File: src/inc/lpbm_pkg.sv
// Constants, field layout and state type of the display power and battery monitor registers
`default_nettype none
package lpbm_pkg;

    // Register addresses in the special-function register space
    localparam logic [7:0] LPBM_ADDR_PWR = 8'hA4;
    localparam logic [7:0] LPBM_ADDR_VBM = 8'hA6;
    localparam logic [7:0] LPBM_ADDR_MSCF = 8'hAC;

    // display_master_config layout
    localparam int LPBM_MSCF_SLEEP_BIT = 1;
    localparam int LPBM_MSCF_BYP_BIT = 0;
    localparam logic [5:0] LPBM_MSCF_RSVD = 6'h3F;
    localparam logic [7:0] LPBM_MSCF_RST = 8'hFE;

    // display_power_select layout
    localparam int LPBM_PWR_MODE_BIT = 3;
    localparam logic [2:0] LPBM_PWR_RSVD = 3'h1;
    localparam logic [3:0] LPBM_PWR_UNUSED = 4'h0;
    localparam logic [7:0] LPBM_PWR_RST = 8'h09;

    // battery_monitor_control layout
    localparam int LPBM_VBM_EN_BIT = 7;
    localparam int LPBM_VBM_OFS_BIT = 6;
    localparam int LPBM_VBM_THR_MSB = 4;
    localparam int LPBM_VBM_THR_LSB = 0;
    localparam int LPBM_THR_W = 5;
    localparam int LPBM_CODE_W = 6;
    localparam logic [7:0] LPBM_VBM_RST = 8'h00;

    // Read value of an unmapped address
    localparam logic [7:0] LPBM_RD_NONE = 8'h00;

    // One threshold step, same as one contrast step
    localparam int LPBM_STEP_MV = 60;

    // Timing
    localparam int LPBM_CLK_MHZ = 250;
    localparam int LPBM_SETTLE_NS = 1000;
    localparam int LPBM_SETTLE_CYC = (LPBM_SETTLE_NS * LPBM_CLK_MHZ + 999) / 1000;
    localparam int LPBM_FILTER_CYC = 8;
    localparam int LPBM_CNT_W = 9;

    typedef enum logic [1:0] {
        LPBM_MON_OFF = 2'b00,
        LPBM_MON_SETTLE = 2'b01,
        LPBM_MON_WATCH = 2'b10,
        LPBM_MON_LOW = 2'b11
    } lpbm_mon_state_t;

endpackage
`default_nettype wire

File: src/hdl/lpbm_sync.sv
// Two-flop synchroniser for signals entering from outside the core clock
`default_nettype none
module lpbm_sync #(
    parameter int W = 1
) (
    // Clock and reset
    input wire logic core_clk,
    input wire logic rst_n,
    // Data
    input wire logic [W-1:0] async_in,
    output logic [W-1:0] sync_out
);
    logic [W-1:0] meta_reg;

    always_ff @(posedge core_clk or negedge rst_n) begin
        if (!rst_n) begin
            meta_reg <= '0;
            sync_out <= '0;
        end else begin
            meta_reg <= async_in;
            sync_out <= meta_reg;
        end
    end
endmodule
`default_nettype wire

File: src/hdl/lpbm_thresh.sv
// Monitor threshold forming and comparison against the battery level code
`default_nettype none
module lpbm_thresh
    import lpbm_pkg::*;
(
    // Clock and reset
    input wire logic core_clk,
    input wire logic rst_n,
    // Configuration
    input wire logic offset_link,
    input wire logic [lpbm_pkg::LPBM_THR_W-1:0] thr_field,
    input wire logic [lpbm_pkg::LPBM_THR_W-1:0] contrast_level,
    // Battery level in contrast steps
    input wire logic [lpbm_pkg::LPBM_CODE_W-1:0] vbat_code,
    // Results
    output logic [lpbm_pkg::LPBM_CODE_W-1:0] thr_code,
    output logic below
);
    logic [LPBM_CODE_W-1:0] abs_code;
    logic [LPBM_CODE_W-1:0] linked_code;
    logic [LPBM_CODE_W-1:0] thr_next;

    assign abs_code = {1'b0, thr_field};
    assign linked_code = {1'b0, contrast_level} + {1'b0, thr_field};
    assign thr_next = offset_link ? linked_code : abs_code;

    always_ff @(posedge core_clk or negedge rst_n) begin
        if (!rst_n) begin
            thr_code <= '0;
            below <= 1'b0;
        end else begin
            thr_code <= thr_next;
            below <= (vbat_code < thr_next);
        end
    end
endmodule
`default_nettype wire

File: src/hdl/lpbm_regs.sv
// Power, pump bypass and battery monitor registers of the segment display controller
//
// Contract
// - master config bits 7:2 read ones
// - bit 1 keeps converter running in sleep
// - bit 0 bypasses the charge pump
// - power bit 3 selects contrast mode group
// - power bits 2:0 read 001
// - power bits 7:4 read zero, ignore writes
// - monitor control bit 7 enables monitor
// - bit 6 links threshold to contrast
// - monitor control bit 5 reads zero
// - unlinked threshold uses contrast encoding
// - linked threshold is contrast plus steps
// - linked threshold rises in 60mV steps
// - report low battery below threshold
// - low battery can wake from sleep
`default_nettype none
module lpbm_regs
    import lpbm_pkg::*;
(
    // Clock and reset
    input wire logic core_clk,
    input wire logic rstn,

    // Special-function register port
    input wire logic [7:0] sfr_addr,
    input wire logic sfr_wr,
    input wire logic sfr_rd,
    input wire logic [7:0] sfr_wdata,
    output logic [7:0] sfr_rdata,

    // System state, same clock
    input wire logic sleep_active,
    input wire logic wake_source_en,
    input wire logic [lpbm_pkg::LPBM_THR_W-1:0] contrast_level,

    // Battery level code from the analogue digitiser, asynchronous
    input wire logic [lpbm_pkg::LPBM_CODE_W-1:0] vbat_code,

    // Power controls
    output logic converter_run,
    output logic converter_sleep_enable,
    output logic pump_bypass,
    output logic contrast_mode_group,

    // Battery monitor
    output logic monitor_on,
    output logic [lpbm_pkg::LPBM_CODE_W-1:0] monitor_threshold,
    output logic low_battery,
    output logic wake_request
);
    import lpbm_pkg::*;

    // Reset release
    logic rst_meta_reg;
    logic rst_n;

    always_ff @(posedge core_clk or negedge rstn) begin
        if (!rstn) begin
            rst_meta_reg <= 1'b0;
            rst_n <= 1'b0;
        end else begin
            rst_meta_reg <= 1'b1;
            rst_n <= rst_meta_reg;
        end
    end

    // Address decode
    function automatic logic hit(input logic [7:0] addr, input logic [7:0] reg_addr);
        hit = (addr == reg_addr);
    endfunction

    logic wr_mscf;
    logic wr_pwr;
    logic wr_vbm;
    logic rd_mscf;
    logic rd_pwr;
    logic rd_vbm;

    assign wr_mscf = sfr_wr && hit(sfr_addr, LPBM_ADDR_MSCF);
    assign wr_pwr = sfr_wr && hit(sfr_addr, LPBM_ADDR_PWR);
    assign wr_vbm = sfr_wr && hit(sfr_addr, LPBM_ADDR_VBM);
    assign rd_mscf = hit(sfr_addr, LPBM_ADDR_MSCF);
    assign rd_pwr = hit(sfr_addr, LPBM_ADDR_PWR);
    assign rd_vbm = hit(sfr_addr, LPBM_ADDR_VBM);

    // Stored fields; reserved and unused bits have no storage
    logic sleep_en_reg;
    logic bypass_reg;
    logic mode_reg;
    logic mon_en_reg;
    logic ofs_reg;
    logic [LPBM_THR_W-1:0] thr_reg;

    always_ff @(posedge core_clk or negedge rst_n) begin
        if (!rst_n) begin
            sleep_en_reg <= LPBM_MSCF_RST[LPBM_MSCF_SLEEP_BIT];
            bypass_reg <= LPBM_MSCF_RST[LPBM_MSCF_BYP_BIT];
        end else if (wr_mscf) begin
            sleep_en_reg <= sfr_wdata[LPBM_MSCF_SLEEP_BIT];
            bypass_reg <= sfr_wdata[LPBM_MSCF_BYP_BIT];
        end
    end

    always_ff @(posedge core_clk or negedge rst_n) begin
        if (!rst_n) begin
            mode_reg <= LPBM_PWR_RST[LPBM_PWR_MODE_BIT];
        end else if (wr_pwr) begin
            mode_reg <= sfr_wdata[LPBM_PWR_MODE_BIT];
        end
    end

    always_ff @(posedge core_clk or negedge rst_n) begin
        if (!rst_n) begin
            mon_en_reg <= LPBM_VBM_RST[LPBM_VBM_EN_BIT];
            ofs_reg <= LPBM_VBM_RST[LPBM_VBM_OFS_BIT];
            thr_reg <= LPBM_VBM_RST[LPBM_VBM_THR_MSB:LPBM_VBM_THR_LSB];
        end else if (wr_vbm) begin
            mon_en_reg <= sfr_wdata[LPBM_VBM_EN_BIT];
            ofs_reg <= sfr_wdata[LPBM_VBM_OFS_BIT];
            thr_reg <= sfr_wdata[LPBM_VBM_THR_MSB:LPBM_VBM_THR_LSB];
        end
    end

    // Read-back images
    logic [7:0] mscf_img;
    logic [7:0] pwr_img;
    logic [7:0] vbm_img;
    logic [7:0] rdata_next;

    assign mscf_img = {LPBM_MSCF_RSVD, sleep_en_reg, bypass_reg};
    assign pwr_img = {LPBM_PWR_UNUSED, mode_reg, LPBM_PWR_RSVD};
    assign vbm_img = {mon_en_reg, ofs_reg, 1'b0, thr_reg};

    assign rdata_next = rd_mscf ? mscf_img :
                        rd_pwr ? pwr_img :
                        rd_vbm ? vbm_img : LPBM_RD_NONE;

    always_ff @(posedge core_clk or negedge rst_n) begin
        if (!rst_n) begin
            sfr_rdata <= LPBM_RD_NONE;
        end else if (sfr_rd) begin
            sfr_rdata <= rdata_next;
        end
    end

    // Power control outputs
    logic converter_run_next;

    // converter stops in sleep unless kept
    assign converter_run_next = !sleep_active || sleep_en_reg;

    always_ff @(posedge core_clk or negedge rst_n) begin
        if (!rst_n) begin
            converter_run <= 1'b1;
            converter_sleep_enable <= LPBM_MSCF_RST[LPBM_MSCF_SLEEP_BIT];
            pump_bypass <= LPBM_MSCF_RST[LPBM_MSCF_BYP_BIT];
            contrast_mode_group <= LPBM_PWR_RST[LPBM_PWR_MODE_BIT];
        end else begin
            converter_run <= converter_run_next;
            converter_sleep_enable <= sleep_en_reg;
            pump_bypass <= bypass_reg;
            contrast_mode_group <= mode_reg;
        end
    end

    // Battery level crossing; a code may tear while changing, the filter below absorbs it
    logic [LPBM_CODE_W-1:0] vbat_sync;

    lpbm_sync #(
        .W(LPBM_CODE_W)
    ) u_vbat_sync (
        .core_clk(core_clk),
        .rst_n(rst_n),
        .async_in(vbat_code),
        .sync_out(vbat_sync)
    );

    // Threshold forming and compare
    logic below;

    lpbm_thresh u_thresh (
        .core_clk(core_clk),
        .rst_n(rst_n),
        .offset_link(ofs_reg),
        .thr_field(thr_reg),
        .contrast_level(contrast_level),
        .vbat_code(vbat_sync),
        .thr_code(monitor_threshold),
        .below(below)
    );

    // Monitor sequencing
    lpbm_mon_state_t state_reg;
    lpbm_mon_state_t state_next;
    logic [LPBM_CNT_W-1:0] cnt_reg;
    logic [LPBM_CNT_W-1:0] cnt_next;
    logic settle_done;
    logic filt_done;
    logic cfg_touch;

    localparam logic [LPBM_CNT_W-1:0] SETTLE_LAST = LPBM_CNT_W'(LPBM_SETTLE_CYC - 1);
    localparam logic [LPBM_CNT_W-1:0] FILTER_LAST = LPBM_CNT_W'(LPBM_FILTER_CYC - 1);

    assign settle_done = (cnt_reg == SETTLE_LAST);
    assign filt_done = (cnt_reg == FILTER_LAST);
    // Retuning disturbs the comparator, so settle again
    assign cfg_touch = wr_vbm;

    always_comb begin
        state_next = state_reg;
        cnt_next = cnt_reg + LPBM_CNT_W'(1);
        case (state_reg)
            LPBM_MON_OFF: begin
                cnt_next = '0;
                if (mon_en_reg) begin
                    state_next = LPBM_MON_SETTLE;
                end
            end
            LPBM_MON_SETTLE: begin
                if (settle_done) begin
                    state_next = LPBM_MON_WATCH;
                    cnt_next = '0;
                end
            end
            LPBM_MON_WATCH: begin
                if (!below) begin
                    cnt_next = '0;
                end else if (filt_done) begin
                    state_next = LPBM_MON_LOW;
                    cnt_next = '0;
                end
            end
            LPBM_MON_LOW: begin
                if (below) begin
                    cnt_next = '0;
                end else if (filt_done) begin
                    state_next = LPBM_MON_WATCH;
                    cnt_next = '0;
                end
            end
            default: begin
                state_next = LPBM_MON_OFF;
                cnt_next = '0;
            end
        endcase
        if (!mon_en_reg) begin
            state_next = LPBM_MON_OFF;
            cnt_next = '0;
        end else if (cfg_touch) begin
            state_next = LPBM_MON_SETTLE;
            cnt_next = '0;
        end
    end

    always_ff @(posedge core_clk or negedge rst_n) begin
        if (!rst_n) begin
            state_reg <= LPBM_MON_OFF;
            cnt_reg <= '0;
        end else begin
            state_reg <= state_next;
            cnt_reg <= cnt_next;
        end
    end

    // Monitor outputs and wake
    logic low_next;
    logic wake_next;

    assign low_next = (state_next == LPBM_MON_LOW);
    // low battery wakes a sleeping core
    assign wake_next = sleep_active && (wake_request || (low_next && wake_source_en));

    always_ff @(posedge core_clk or negedge rst_n) begin
        if (!rst_n) begin
            monitor_on <= 1'b0;
            low_battery <= 1'b0;
            wake_request <= 1'b0;
        end else begin
            monitor_on <= mon_en_reg;
            low_battery <= low_next;
            wake_request <= wake_next;
        end
    end

endmodule
`default_nettype wire

File: config.mk
export PLATFORM = sky130hd
export DESIGN_NAME = lpbm_regs
export DESIGN_NICKNAME = d
export VERILOG_FILES = /design/src/inc/lpbm_pkg.sv /design/src/hdl/lpbm_sync.sv /design/src/hdl/lpbm_thresh.sv /design/src/hdl/lpbm_regs.sv
export SDC_FILE = /design/constraint.sdc
export NUM_CORES = 1
export LEC_CHECK = 0
export ABC_AREA = 1
export ABC_CLOCK_PERIOD_IN_PS = 2410
export BUFFER_PORTS_ARGS = -buffer_cell sky130_fd_sc_hd__clkbuf_2
export CAP_MARGIN = 20
export CORE_UTILIZATION = 54
export DETAILED_ROUTE_END_ITERATION = 8
export HOLD_SLACK_MARGIN = 0.02
export PLACE_DENSITY = 0.79
export SYNTH_ARGS = -nofsm -noshare
export SYNTH_HDL_FRONTEND = slang
export SYNTH_HIERARCHICAL = 1
export SYNTH_SLANG_ARGS = --single-unit
File: constraint.sdc
create_clock -name core_clk -period 2.41 [get_ports core_clk]
set_input_delay 0 -clock core_clk [delete_from_list [all_inputs] [get_ports core_clk]]
set_output_delay 0 -clock core_clk [all_outputs]
set_load 0.02 [all_outputs]
==> impl_metrics.json <==
{
  "place_worst_setup_slack_ps": 320,
  "p_total_mw": 2.05,
  "worstPathArrival_ps": 2320,
  "power.density_mw_per_mm2": 634,
  "die_area_sq_mm": 0.00498,
  "synth_cell_type_count": 33,
  "cts_max_path_buffers": 2,
  "r2r_setup_slack_ps": 300,
  "antennaDiodeCount": 0,
  "ys_seq_area_share_pct": 56.4,
  "setup_tns_ps": 0,
  "ctsRootBufferMaster": "clkbuf_8",
  "grt_pass1_wl_mm": 8.54,
  "synth_warnings": 6,
  "dp_hpwl_mm": 3.54,
  "multi_input_area_sq_um": 947,
  "fmax_ghz": 0.474,
  "cts_tree": "yes",
  "dr_total_vias": 2085,
  "h-tree-depth": 3,
  "synthesis.nets": 321,
  "cp.required_ps": 2620,
  "die_x_um": 70.6,
  "skew_ps": 5.39,
  "path_max_fanout": 3,
  "drive_gt1_share_pct": 22.7,
  "final-max-slew-violation-count": 0,
  "drc": 2,
  "hold_class": "in -> reg",
  "drtIter0Drc": 123,
  "synthFlopType": "dfrtp_1",
  "fin_crit_sh_pct": 87.6,
  "synth-edff-count": 0,
  "synth.top_cell.area_share_pct": 51.3,
  "initial_core_util_pct": 57.1,
  "finalSetupViolCount": 0,
  "hold_violations": 0,
  "violations": "design-rule violations",
  "layout_setup_ws_ps": 299,
  "synthTopCellsByCount": "61 x nand2_1, 52 x dfrtp_1, 39 x inv_1",
  "synthesis.area_sq_mm": 0.00254,
  "insertion_delay_ps": 320,
  "drt_first_pass_iters": 6,
  "worst_pin_slew_ps": 641,
  "cts.sinks": 57,
  "synth_cells": 275,
  "grtUsageTotal_pct": 22.4,
  "synth_seq_cells": 57,
  "antenna_found_initial": 0,
  "gp_congestion": 0.977,
  "start_kind": "flop",
  "wl_per_cell_um": 11.9,
  "core.rowCount": 24,
  "outcome": "finished with violations",
  "avgSynthCellArea_sq_um": 9.23,
  "worst-setup-path-type": "reg -> reg",
  "portBuffers": 52,
  "grt_setup_unrepaired": "false",
  "ir_worst_vdd_mv": 0.530,
  "routed_wirelength_mm": 4.93,
  "clk_pin_slew_worst_paths_ps": 60,
  "layout.nets": 402,
  "post-route-min-period_ps": 2110,
  "area_growth_pct": 27.1,
  "gr-total-overflow": 0,
  "grt_start_max_net_pins": 32,
  "cts_buffers": 9,
  "vias_per_cell": 5.05,
  "yosysTopAreaCell": "dfrtp_1",
  "post-cts-setup-buffers": 0,
  "fillers": 322,
  "largest_reg_flops": 9,
  "post_cts_resized": 0,
  "synth.most_common_cell": "nand2_1",
  "io_pins": 54,
  "antenna_left": 0,
  "synthTopCellsByArea": "dfrtp_1 51%, nand2_1 9.0%, ha_1 5.9%",
  "p_leak_nw": 1.67,
  "slew_headroom_pct": 57.3,
  "register_area_sq_mm": 0.00143,
  "cap_viol_max_count": 0,
  "coreArea_sq_mm": 0.00444,
  "crit_path_end_kind": "flop",
  "first_global_vias": 2006,
  "async_reset_ff_share_pct": 100,
  "die_h_um": 70.6
}
==> critical path, cell delays in order, from the launching register on <==
cell and delay [ps]:
dfrtp_1 400, ha_1 220, fa_1 430, nand3_1 120, nand3_1 80, nand3_1 80, o21ai_0 100, ha_1 300
nand2_1 50, o21ai_0 160, a21oi_1 60
==> area by class of cell <==
class / instances / area share [%]
Clock buffer: 13 / 4.93
Clock inverter: 3 / 0.465
Inverter: 40 / 4.65
Multi-Input combinational cell: 176 / 29.4
Sequential cell: 57 / 44.5
Tap cell: 52 / 2.02
Timing Repair Buffer: 72 / 14.1
==> path summary, 6_finish.rpt <==
kind / depth (start not counted) / start / endpoint
hold / removal: 2 / sfr_rd / sfr_rdata[0]
setup / recovery: 10 / thr_reg[0] / u_thresh/below
setup reg to reg: 10 / thr_reg[0] / u_thresh/below
hold reg to reg: 0 / rst_n / bypass_reg
min in group asynchronous: 0 / rst_n / bypass_reg
max in group asynchronous: 1 / rst_n / u_vbat_sync/sync_out[5]
==> cell families after synthesis <==
| group | Yosys count | synth area share (%) |
|---|---|---|
| AO/OA/AOI/OAI | 35 | 7.54 |
| XOR/XNOR | 6 | 2.07 |
| adder cells (fa/ha/maj) | 13 | 6.70 |
| buffers and inverters | 42 | 6.26 |
| flip-flops | 57 | 56.4 |
| other | 1 | 0.148 |
| AND/OR/NAND/NOR | 121 | 20.8 |
==> power breakdown <==
| part | internal [mW] | total (mW) | switching [mW] |
|---|---|---|---|
| Clock | 0.424 | 0.767 | 0.343 |
| Sequential | 1.01 | 1.04 | 0.0367 |
| Combinational | 0.0999 | 0.234 | 0.134 |
| Total | 1.53 | 2.05 | 0.514 |
==> timing repair <==
action | in CTS | in global routing
setup endpoints to repair | 0 | 0
hold buffers | 18 | 0
endpoints found under the hold margin | 20 | 0
==> per-stage QoR <==
stage / instances / utilization, % / cell area (sq um) / hold WS (ps)
floorplan: 275 / - / 2540 / -296
global placement: 379 / 64.6 / 2870 / -213
detailed placement: 379 / 64.6 / 2870 / -211
CTS: 413 / 72.6 / 3230 / 21.6
global route: 413 / 72.6 / 3230 / 57.1
finish: 413 / 72.6 / 3230 / 35.2
==> layer usage <==
metal,share of wire (%),global-route usage [%]
met5,0,0
met4,1.9,9.56
met3,4.3,5.27
met2,51,38.8
met1,43,27.2
==> cells in the final DEF (no fill, tap or decap), types with 2 or more instances in the layout <==
cell / instances
clkbuf_8: 11
inv_1: 39
dlygate4sd3_1: 18
nand4_1: 2
dfrtp_1: 51
buf_4: 2
o21ai_0: 16
nand2_1: 61
xnor2_1: 2
nor2_1: 33
nor3_1: 2
clkbuf_2: 52
xor2_1: 4
nand3_1: 13
dfstp_2: 5
clkinv_2: 3
a21oi_1: 14
clkbuf_1: 2
ha_1: 12
Note: power is estimated with default switching activity, not from simulation.
